File: config.mk
export PLATFORM = sky130hd
export DESIGN_NAME = adcc_regs
export DESIGN_NICKNAME = d
export VERILOG_FILES = /design/src/hdl/adcc_pkg.sv /design/src/hdl/adcc_cal_seq.sv /design/src/hdl/adcc_regs.sv
export VERILOG_INCLUDE_DIRS = /design/src /design/src/hdl
export SDC_FILE = /design/constraint.sdc
export NUM_CORES = 1
export LEC_CHECK = 0
export BUFFER_PORTS_ARGS = -buffer_cell sky130_fd_sc_hd__buf_2
export CORE_MARGIN = 3
export CORE_UTILIZATION = 40
export DETAILED_ROUTE_END_ITERATION = 12
export PLACE_DENSITY_LB_ADDON = 0.08
export REMOVE_ABC_BUFFERS = 1
export SYNTH_ARGS = -nofsm -noshare
export SYNTH_HDL_FRONTEND = slang
export SYNTH_SLANG_ARGS = --single-unit
File: constraint.sdc
create_clock -name clk_i -period 2.9 [get_ports clk_i]
set_clock_uncertainty 0.1 [all_clocks]
set_input_delay 0.29 -clock clk_i [delete_from_list [all_inputs] [get_ports clk_i]]
set_output_delay 0.29 -clock clk_i [all_outputs]
set_load 0.1 [all_outputs]
File: src/hdl/adcc_params.svh
//------------------------------------------------------------
// Functional notes
// - run enable high runs, low holds reset
// - clearing run enable also resets dividers
// - bit 3 background offset, needs background
// - bit 2 foreground offset, needs foreground
// - bit 1 enables background calibration
// - bit 0 high: clear values, run foreground
// - bit 0 low: clear values, skip foreground
// - idle core field chooses disabled core
// - offset averaging depth at bits 6:4
// - linearity averaging depth at bits 2:0
// - status read-only, code at 4:2
// - stopped flag follows background halt
// - no background: stopped after foreground
// - foreground done flag at bit 0
// - selector drives status output pin
// - trigger source: register or pin
//------------------------------------------------------------
`ifndef ADCC_PARAMS_SVH
`define ADCC_PARAMS_SVH

//------------------------------------------------------------
// register offsets
//------------------------------------------------------------
`define ADCC_OFS_RUN_EN   8'h61
`define ADCC_OFS_MODE     8'h62
`define ADCC_OFS_IDLE     8'h64
`define ADCC_OFS_AVG      8'h68
`define ADCC_OFS_STATUS   8'h6A
`define ADCC_OFS_PIN      8'h6B
`define ADCC_OFS_SOFT     8'h6C

//------------------------------------------------------------
// reset values
//------------------------------------------------------------
`define ADCC_RST_RUN_EN   8'h01
`define ADCC_RST_MODE     8'h01
`define ADCC_RST_IDLE     8'h01
`define ADCC_RST_AVG      8'h61
`define ADCC_RST_PIN      8'h00
`define ADCC_RST_SOFT     8'h01

//------------------------------------------------------------
// field positions
//------------------------------------------------------------
`define ADCC_RUN_EN_BIT   0
`define ADCC_BGOS_BIT     3
`define ADCC_FGOS_BIT     2
`define ADCC_BG_BIT       1
`define ADCC_FG_BIT       0
`define ADCC_IDLE_HI      1
`define ADCC_IDLE_LO      0
`define ADCC_OSAVG_HI     6
`define ADCC_OSAVG_LO     4
`define ADCC_LINAVG_HI    2
`define ADCC_LINAVG_LO    0
`define ADCC_STAT_HI      4
`define ADCC_STAT_LO      2
`define ADCC_STOP_BIT     1
`define ADCC_DONE_BIT     0
`define ADCC_PINSEL_HI    2
`define ADCC_PINSEL_LO    1
`define ADCC_TRIGSRC_BIT  0
`define ADCC_SOFT_BIT     0

//------------------------------------------------------------
// encodings and timing
//------------------------------------------------------------
`define ADCC_IDLE_RSVD    2'h3
`define ADCC_PSEL_DONE    2'h0
`define ADCC_PSEL_STOP    2'h1
`define ADCC_PSEL_ALARM   2'h2
`define ADCC_PSEL_LOW     2'h3
`define ADCC_PHASE_BASE   12'h010

`endif

File: src/hdl/adcc_pkg.sv
`include "adcc_params.svh"

package adcc_pkg;

  //----------------------------------------------------------
  // calibration sequencer states
  //----------------------------------------------------------
  typedef enum logic [2:0] {
    ADCC_HOLD,
    ADCC_CLEAR,
    ADCC_FG_LIN,
    ADCC_FG_OFS,
    ADCC_BG_RUN,
    ADCC_BG_STOP,
    ADCC_DONE
  } adcc_state_t;

  // effective settings handed to the engine
  typedef struct packed {
    logic       bg_offset_cal_enable;
    logic       fg_offset_cal_enable;
    logic       background_cal_enable;
    logic       foreground_cal_enable;
    logic       idle_active;
    logic [1:0] idle_core;
    logic [2:0] offset_averaging_level;
    logic [2:0] linearity_averaging_level;
  } adcc_cfg_t;

  // engine status as seen by software
  typedef struct packed {
    logic [2:0] code;
    logic       stopped;
    logic       foreground_complete_flag;
  } adcc_stat_t;

  // phase length grows with the averaging depth
  function automatic logic [11:0] adcc_phase_len(input logic [2:0] avg);
    adcc_phase_len = `ADCC_PHASE_BASE << avg;
  endfunction : adcc_phase_len

endpackage : adcc_pkg

File: src/hdl/adcc_cal_seq.sv
`timescale 1ns/1ps

module adcc_cal_seq
  import adcc_pkg::*;
(
  // clock and reset
  input  wire logic       clk_i,
  input  wire logic       rst_i,
  // control
  input  wire logic       run_en_i,
  input  wire adcc_cfg_t  cfg_i,
  input  wire logic       trigger_i,
  // status
  output adcc_stat_t      stat_o,
  output logic            clear_values_o
);

  //----------------------------------------------------------
  // state
  //----------------------------------------------------------
  adcc_state_t state_ff, nxt_state;     // engine state
  logic [11:0] cnt_ff, nxt_cnt;         // phase cycle counter
  adcc_stat_t  stat_ff, nxt_stat;       // status flags
  logic        clr_ff, nxt_clr;         // clear-values pulse

  // next-state logic
  always_comb
  begin
    nxt_state = state_ff;
    nxt_cnt   = cnt_ff;
    nxt_stat  = stat_ff;
    nxt_clr   = 1'b0;
    if (!run_en_i)
    begin
      // held in reset, flags drop so they describe the next run
      nxt_state = ADCC_HOLD;
      nxt_stat.foreground_complete_flag = 1'b0;
      nxt_stat.stopped = 1'b0;
    end
    else
    begin
      unique case (state_ff)
        ADCC_HOLD:
        begin
          nxt_state = ADCC_CLEAR;
          nxt_clr   = 1'b1;
        end
        ADCC_CLEAR:
        begin
          // stored values were wiped, now run or skip foreground
          if (cfg_i.foreground_cal_enable)
          begin
            nxt_state = ADCC_FG_LIN;
            nxt_cnt   = adcc_phase_len(cfg_i.linearity_averaging_level);
          end
          else
          begin
            nxt_state = cfg_i.background_cal_enable ? ADCC_BG_RUN : ADCC_DONE;
            nxt_stat.foreground_complete_flag = 1'b1;
            nxt_stat.stopped = !cfg_i.background_cal_enable;
          end
        end
        ADCC_FG_LIN:
        begin
          if (cnt_ff != 12'h000)
            nxt_cnt = cnt_ff - 12'h001;
          else if (cfg_i.fg_offset_cal_enable)
          begin
            // offset pass only exists inside a foreground run
            nxt_state = ADCC_FG_OFS;
            nxt_cnt   = adcc_phase_len(cfg_i.offset_averaging_level);
          end
          else
          begin
            nxt_state = cfg_i.background_cal_enable ? ADCC_BG_RUN : ADCC_DONE;
            nxt_stat.foreground_complete_flag = 1'b1;
            nxt_stat.stopped = !cfg_i.background_cal_enable;
          end
        end
        ADCC_FG_OFS:
        begin
          if (cnt_ff != 12'h000)
            nxt_cnt = cnt_ff - 12'h001;
          else
          begin
            nxt_state = cfg_i.background_cal_enable ? ADCC_BG_RUN : ADCC_DONE;
            nxt_stat.foreground_complete_flag = 1'b1;
            nxt_stat.stopped = !cfg_i.background_cal_enable;
          end
        end
        ADCC_BG_RUN:
        begin
          // a low trigger asks background calibration to halt
          if (!trigger_i)
          begin
            nxt_state = ADCC_BG_STOP;
            nxt_stat.stopped = 1'b1;
          end
        end
        ADCC_BG_STOP:
        begin
          if (trigger_i)
          begin
            nxt_state = ADCC_BG_RUN;
            nxt_stat.stopped = 1'b0;
          end
        end
        ADCC_DONE:
          nxt_state = ADCC_DONE;
        default:
          nxt_state = ADCC_HOLD;
      endcase
    end
    nxt_stat.code = nxt_state;
  end

  // state registers
  always_ff @(posedge clk_i or posedge rst_i)
  begin
    if (rst_i)
    begin
      state_ff <= ADCC_HOLD;
      cnt_ff   <= 12'h000;
      stat_ff  <= '0;
      clr_ff   <= 1'b0;
    end
    else
    begin
      state_ff <= nxt_state;
      cnt_ff   <= nxt_cnt;
      stat_ff  <= nxt_stat;
      clr_ff   <= nxt_clr;
    end
  end

  assign stat_o         = stat_ff;
  assign clear_values_o = clr_ff;

endmodule : adcc_cal_seq

File: src/hdl/adcc_regs.sv
`timescale 1ns/1ps
`include "adcc_params.svh"

module adcc_regs
  import adcc_pkg::*;
(
  // clock and reset
  input  wire logic       clk_i,
  input  wire logic       rst_i,
  // register port
  input  wire logic [7:0] addr_i,
  input  wire logic [7:0] wr_data_i,
  input  wire logic       wr_i,
  input  wire logic       rd_i,
  output logic [7:0]      rd_data_o,
  // device pins and neighbours
  input  wire logic       trigger_input_pin_i,
  input  wire logic       alarm_i,
  input  wire logic       serial_link_output_enable_i,
  output logic            status_output_pin_o,
  // calibration engine controls
  output logic            cal_logic_reset_o,
  output logic            divider_reset_o,
  output adcc_cfg_t       cal_cfg_o,
  output logic            clear_values_o,
  output adcc_stat_t      cal_stat_o
);

  //----------------------------------------------------------
  // register storage
  //----------------------------------------------------------
  // full bytes are kept so reserved bits read back as written
  logic [7:0] run_en_ff,  nxt_run_en;   // run enable register
  logic [7:0] mode_ff,    nxt_mode;     // mode configuration
  logic [7:0] idle_ff,    nxt_idle;     // idle core configuration
  logic [7:0] avg_ff,     nxt_avg;      // averaging depths
  logic [7:0] pin_ff,     nxt_pin;      // status pin and trigger source
  logic [7:0] soft_ff,    nxt_soft;     // software trigger
  logic [7:0] rd_ff,      nxt_rd;       // read data holding

  //----------------------------------------------------------
  // pin and output state
  //----------------------------------------------------------
  logic [2:0] trig_sync_ff, nxt_trig_sync; // pin synchroniser
  logic       trig_ff,      nxt_trig;      // filtered pin level
  logic       pin_out_ff,   nxt_pin_out;   // status pin driver
  logic       hold_ff,      nxt_hold;      // calibration reset
  logic       div_ff,       nxt_div;       // divider reset
  adcc_cfg_t  cfg_ff,       nxt_cfg;       // settings to engine

  //----------------------------------------------------------
  // internal wires
  //----------------------------------------------------------
  adcc_stat_t stat;          // engine status
  logic       trig_sel;      // selected trigger level
  logic       seq_clear;     // engine clear-values pulse
  logic [7:0] status_byte;   // status register image

  //----------------------------------------------------------
  // register writes and read data
  //----------------------------------------------------------
  // reads are answered one cycle later, zero otherwise
  always_comb
  begin
    nxt_run_en = run_en_ff;
    nxt_mode   = mode_ff;
    nxt_idle   = idle_ff;
    nxt_avg    = avg_ff;
    nxt_pin    = pin_ff;
    nxt_soft   = soft_ff;
    nxt_rd     = 8'h00;
    if (wr_i)
    begin
      unique case (addr_i)
        `ADCC_OFS_RUN_EN: nxt_run_en = wr_data_i;
        `ADCC_OFS_MODE:   nxt_mode   = wr_data_i;
        // software keeps the link off while changing this
        `ADCC_OFS_IDLE:   nxt_idle   = wr_data_i;
        `ADCC_OFS_AVG:    nxt_avg    = wr_data_i;
        `ADCC_OFS_PIN:    nxt_pin    = wr_data_i;
        `ADCC_OFS_SOFT:   nxt_soft   = wr_data_i;
        default:          nxt_run_en = run_en_ff;  // unmapped: ignored
      endcase
    end
    if (rd_i)
    begin
      unique case (addr_i)
        `ADCC_OFS_RUN_EN: nxt_rd = run_en_ff;
        `ADCC_OFS_MODE:   nxt_rd = mode_ff;
        `ADCC_OFS_IDLE:   nxt_rd = idle_ff;
        `ADCC_OFS_AVG:    nxt_rd = avg_ff;
        `ADCC_OFS_STATUS: nxt_rd = status_byte;
        `ADCC_OFS_PIN:    nxt_rd = pin_ff;
        `ADCC_OFS_SOFT:   nxt_rd = soft_ff;
        default:          nxt_rd = 8'h00;  // unmapped reads zero
      endcase
    end
  end

  // register file flops
  always_ff @(posedge clk_i or posedge rst_i)
  begin
    if (rst_i)
    begin
      run_en_ff <= `ADCC_RST_RUN_EN;
      mode_ff   <= `ADCC_RST_MODE;
      idle_ff   <= `ADCC_RST_IDLE;
      avg_ff    <= `ADCC_RST_AVG;
      pin_ff    <= `ADCC_RST_PIN;
      soft_ff   <= `ADCC_RST_SOFT;
      rd_ff     <= 8'h00;
    end
    else
    begin
      run_en_ff <= nxt_run_en;
      mode_ff   <= nxt_mode;
      idle_ff   <= nxt_idle;
      avg_ff    <= nxt_avg;
      pin_ff    <= nxt_pin;
      soft_ff   <= nxt_soft;
      rd_ff     <= nxt_rd;
    end
  end

  //----------------------------------------------------------
  // status register image
  //----------------------------------------------------------
  // reserved bits 7:5 read zero
  always_comb
  begin
    status_byte = 8'h00;
    status_byte[`ADCC_STAT_HI:`ADCC_STAT_LO] = stat.code;
    status_byte[`ADCC_STOP_BIT] = stat.stopped;
    status_byte[`ADCC_DONE_BIT] = stat.foreground_complete_flag;
  end

  //----------------------------------------------------------
  // trigger pin synchroniser and source select
  //----------------------------------------------------------
  // the pin is asynchronous; a level counts only once stages
  // two and three agree, so one-cycle glitches are dropped
  always_comb
  begin
    nxt_trig_sync = {trig_sync_ff[1:0], trigger_input_pin_i};
    nxt_trig      = trig_ff;
    if (trig_sync_ff[1] == trig_sync_ff[2])
      nxt_trig = trig_sync_ff[2];
  end

  // synchroniser flops; pin assumed low at reset
  always_ff @(posedge clk_i or posedge rst_i)
  begin
    if (rst_i)
    begin
      trig_sync_ff <= 3'h0;
      trig_ff      <= 1'b0;
    end
    else
    begin
      trig_sync_ff <= nxt_trig_sync;
      trig_ff      <= nxt_trig;
    end
  end

  // source 0 takes the register and ignores the pin
  assign trig_sel = pin_ff[`ADCC_TRIGSRC_BIT] ? trig_ff : soft_ff[`ADCC_SOFT_BIT];

  //----------------------------------------------------------
  // engine controls and status pin
  //----------------------------------------------------------
  always_comb
  begin
    // calibration logic and dividers held while enable is low;
    // software must have dropped the serial link before this
    nxt_hold = !run_en_ff[`ADCC_RUN_EN_BIT];
    nxt_div  = !run_en_ff[`ADCC_RUN_EN_BIT];
    nxt_cfg.foreground_cal_enable = mode_ff[`ADCC_FG_BIT];
    nxt_cfg.background_cal_enable = mode_ff[`ADCC_BG_BIT];
    // offset modes are gated by their parent mode
    nxt_cfg.bg_offset_cal_enable =
      mode_ff[`ADCC_BGOS_BIT] & mode_ff[`ADCC_BG_BIT];
    nxt_cfg.fg_offset_cal_enable =
      mode_ff[`ADCC_FGOS_BIT] & mode_ff[`ADCC_FG_BIT];
    nxt_cfg.idle_core = idle_ff[`ADCC_IDLE_HI:`ADCC_IDLE_LO];
    // reserved code idles nothing; background needs all cores
    nxt_cfg.idle_active = !mode_ff[`ADCC_BG_BIT] &&
      (idle_ff[`ADCC_IDLE_HI:`ADCC_IDLE_LO] != `ADCC_IDLE_RSVD);
    nxt_cfg.offset_averaging_level = avg_ff[`ADCC_OSAVG_HI:`ADCC_OSAVG_LO];
    nxt_cfg.linearity_averaging_level = avg_ff[`ADCC_LINAVG_HI:`ADCC_LINAVG_LO];
    unique case (pin_ff[`ADCC_PINSEL_HI:`ADCC_PINSEL_LO])
      `ADCC_PSEL_DONE:  nxt_pin_out = stat.foreground_complete_flag;
      `ADCC_PSEL_STOP:  nxt_pin_out = stat.stopped;
      `ADCC_PSEL_ALARM: nxt_pin_out = alarm_i;
      `ADCC_PSEL_LOW:   nxt_pin_out = 1'b0;
    endcase
  end

  // control output flops; reset holds engine and dividers, zeroes settings and pin
  always_ff @(posedge clk_i or posedge rst_i)
  begin
    if (rst_i)
    begin
      hold_ff    <= 1'b1;
      div_ff     <= 1'b1;
      cfg_ff     <= '0;
      pin_out_ff <= 1'b0;
    end
    else
    begin
      hold_ff    <= nxt_hold;
      div_ff     <= nxt_div;
      cfg_ff     <= nxt_cfg;
      pin_out_ff <= nxt_pin_out;
    end
  end

  //----------------------------------------------------------
  // calibration sequencer
  //----------------------------------------------------------
  // the engine sees registered settings, one cycle behind the
  // register file; harmless since software parks it first
  adcc_cal_seq u_seq (
    .clk_i          (clk_i),
    .rst_i          (rst_i),
    .run_en_i       (!hold_ff),
    .cfg_i          (cfg_ff),
    .trigger_i      (trig_sel),
    .stat_o         (stat),
    .clear_values_o (seq_clear)
  );

  //----------------------------------------------------------
  // outputs
  //----------------------------------------------------------
  assign rd_data_o           = rd_ff;
  assign status_output_pin_o = pin_out_ff;
  assign cal_logic_reset_o   = hold_ff;
  assign divider_reset_o     = div_ff;
  assign cal_cfg_o           = cfg_ff;
  assign clear_values_o      = seq_clear;
  assign cal_stat_o          = stat;

  // link enable is watched by software ordering only
  logic link_unused;
  assign link_unused = serial_link_output_enable_i;

endmodule : adcc_regs

==> results.md <==
- The cell count after synthesis is 390.
- The die is 111 um wide.
- The power per unit of standard cell area is 514 nW/um^2.
- The die outline height is 111 um.
- The post-route netlist has 33.7% of its cells at a drive strength greater than 1.
- During synthesis, Yosys emitted a total of 0 warnings.
- The achievable clock frequency is 423 MHz.
- The cell at the root of the clock tree is clkbuf_8.
- In this run the count of I/O pins placed on the die edge is 53.
- The element type at the critical path end is a register.
- TritonCTS built the clock tree.
- For this design, the slowest cell found on the critical path is dfrtp_1.
- Setup violations remaining at the end of the flow were counted as 0.
- Synthesis inferred 93 register bits.
- The via count of the first global-routing pass came to 3,470.
- The total iterations of the first detailed-routing run is 4.
- The overall die area is 12,400 um^2.
- After the last flow step, the layout net total stands at 477.
- Summed over all nets, the half-perimeter wirelength after detailed placement is 7.76 mm.
- The buffer depth of the longest clock path is 2.
- In this run the worst hold path is classified as in -> reg.
- The area growth from synthesis to layout is 16.4%.
- The cell taking the most area after synthesis is dfrtp_1.
- The kind of start point of the critical path is a register.
- The final-report max-slew violation count is 0.
- The share of the clock period used by the worst path after layout is 81.6%.
- The detailed-route DRC error count is 0.
- The synthesized area divided by synthesized cell count is 11.4 um^2.
- Measured against its own limit, the worst slew margin works out to 54.3%.
- The static leakage is 0.00239 uW.
- After global routing the overflow that remains totals 0.
- The number of distinct standard cells referenced by the synthesized netlist is 54.
- The floorplan has 37 rows.
- For the pin with the worst max-slew slack, the measured transition is 0.684 ns.
- The sink count of the clock tree is 93.
- Across the run, the number of max-cap violations was 0.
- The sequential area share after synthesis is 52.7%.
- In this run the number of H-tree levels came out at 3.
- After synthesis, the largest area contributor takes up 47.9% of total cell area.
- The post-detailed-route via-to-cell ratio is 5.75.
- Summing every instance area after synthesis gives 4440 um^2.
- The cts-stage hold buffer count is 2.
- Walking the worst path, the cells encountered are inv_1 > ha_1 > nand2b_1 > nor3_2 > buf_4 > a21oi_1 > nand2_1 > o21ai_0.
- The later-pin clock latency in the skew report is 0.37 ns.
- The number of antenna violations at the first check in global routing is 0.
- The most instantiated library cell after synthesis is dfrtp_1.
- The largest net degree at the start of global routing is 58.
- The total area inside the core boundary comes to 10,600 um^2.
- The number of antenna-violating nets in the routed design is 0.
- The worst setup path is of the reg -> reg kind.
- The antenna diode count is 0.
- The final hold violation count is 0.
- For the worst setup path, the data arrival time is 2.55 ns.
- Dividing the detail-routed wire length by the instance count gives 19.0 um.
- The commonest cells after synthesis are 85 x dfrtp_1, 54 x mux2_2, 19 x a21oi_1, 19 x nor2_1, 19 x o21ai_0.
- The share of the core filled with cells is 48.9%.
- In this run the tool buffered the top-level ports with 51 buffer cells.
- After synthesis, the cell types taking the most area are dfrtp_1 48%, mux2_2 14%, dfstp_2 4.7%.
- In the final timing run, aggregate negative setup slack is 0 ns.
- The final wirelength is 11.3 mm.
- The overall track demand over capacity in global routing is 19.0%.
- After the first detailed-routing iteration, the DRC count stood at 207.
- The critical path starts at u_seq.cnt_ff[1].
- The number of flops mapped to enable cells by yosys is 0.
- In this run the critical register-to-register path is launched from u_seq.cnt_ff[1].
- The largest stage delay on the critical path is 0.48 ns.
- Broken down by cell family, the worst path's largest delay share belongs to compound AO/OA/AOI/OAI gates.
- Clock-pin slew was measured on the worst setup and hold paths at 0.09 ns.
- The first global-routing pass estimated 18.8 mm of wire.
- Counting the fill cells in the layout gives 997.
- Across the VDD grid, the largest voltage drop is 325 uV.
- The shortest clock period the worst path allows after layout is 2.37 ns.
- The count of vias placed by the detailed router is 3,408.
- Setup repair after global routing left no endpoint under its margin.
- The run finished with clean final reports.
- The worst min-delay path startpoint is alarm_i.
- Together, buffers and inverters on the worst path number 2.
- The post-cts gate resize count is 0.
- The worst endpoint required time is 3.09 ns.
- In this run the worst path has a maximum fanout of 8.
- The effective utilization at floorplan is 42.0%.
- The fraction of registers with async set or reset after synthesis is 100%.
- The number of clock buffers inserted by TritonCTS is 9.
- For this run, the leading register cell type out of synthesis is dfrtp_1.
- The global placer's final weighted congestion is 0.857.
- Once the clock tree was built, the setup fixing pass inserted 0 buffers.
path summary, 6_finish.rpt:
check	slack [ns]	end	cells after the start
max	0.53	u_seq.cnt_ff[0]	8
min	0.06	status_output_pin_o	3
max reg2reg	0.53	u_seq.cnt_ff[0]	8
min reg2reg	0.26	trig_sync_ff[1]	0
max in group asynchronous	1.47	avg_ff[5]	4
min in group asynchronous	0.44	u_seq.cnt_ff[2]	3
state kept, by name, summed over array words and instances, names as in the netlist:
signal                cells
cal_cfg_o                13
u_seq.cnt_ff             12
avg_ff                    8
idle_ff                   8
mode_ff                   8
pin_ff                    8
rd_data_o                 8
run_en_ff                 8
soft_ff                   8
trig_sync_ff              3
u_seq.state_ff            3
u_seq.stat_o              2
divider_reset_o           1
status_output_pin_o       1
trig_ff                   1
u_seq.clear_values_o      1
routing by layer:
layer	vias to the layer above	share of wire, %	GRT usage [%]	wire (um)
li1	1589	-	-	-
met1	1720	46	25.9	5160
met2	83	48	30.6	5470
met3	16	3.8	3.32	428
met4	0	2.0	7.38	225
met5	-	0	0	0
stage by stage:
step | instance area, um^2 | power [uW] | instances | setup WS [ns] | hold WS, ns
2_1_floorplan | 4370 | 1580 | 374 | 0.103 | 0.221
6_report | 5160 | 2660 | 593 | 0.534 | 0.0646
3_3_place_gp | 4910 | 1670 | 575 | 0.588 | 0.234
3_5_place_dp | 4910 | 1670 | 575 | 0.580 | 0.235
4_1_cts | 5160 | 2690 | 593 | 0.561 | 0.0481
5_1_grt | 5160 | 2770 | 593 | 0.341 | 0.0745
cell type report:
type | count | area [um^2] | area share (%)
flip-flops and latches | 93 | 2340 | 45.3
multi-input cells | 269 | 1990 | 38.4
repair buffers | 67 | 393 | 7.61
well taps | 136 | 170 | 3.29
clock buffers | 11 | 151 | 2.93
clock inverters | 5 | 81.3 | 1.57
inverters | 12 | 46.3 | 0.896
power breakdown:
| group | internal, uW | switching [uW] | leakage [uW] |
|---|---|---|---|
| Combinational | 80.3 | 184 | 0.00103 |
| Sequential | 1350 | 37.1 | 0.00125 |
| Clock | 535 | 474 | 0.000116 |
| Total | 1960 | 696 | 0.00239 |
placed cells by master (no fill, tap or decap), types with 7 or more instances in the layout:
cell / synthesis / final
o22ai_1: 7 / 7
nor3b_1: 7 / 7
nand2_1: 16 / 16
dfrtp_1: 85 / 85
nor2b_1: 7 / 7
inv_1: 12 / 11
nand3_1: 10 / 10
nand2b_1: 7 / 7
o2bb2ai_1: 7 / 7
mux2_2: 54 / 54
nor3_1: 10 / 10
clkbuf_8: 0 / 11
o21ai_0: 19 / 19
dfstp_2: 8 / 8
buf_4: 2 / 13
mux2i_1: 8 / 8
nor2_1: 19 / 19
a21oi_1: 19 / 19
buf_2: 2 / 51
worst min-delay path, delay by kind of cell:
kind | cells | cell delay, ns
compound gates | 1 | 0.07
buf+inv | 1 | 0.08
simple gates | 1 | 0.06
cells by family after synthesis:
logic type               share of synthesized area (%)
flip-flops                                        52.7
AND/OR/NAND/NOR                                   14.1
multiplexers                                      15.5
XOR/XNOR                                         0.197
buffers and inverters                             2.59
adder cells (fa/ha/maj)                          0.789
AO/OA/AOI/OAI                                     14.2
Note: power is estimated with default switching activity, not from simulation.
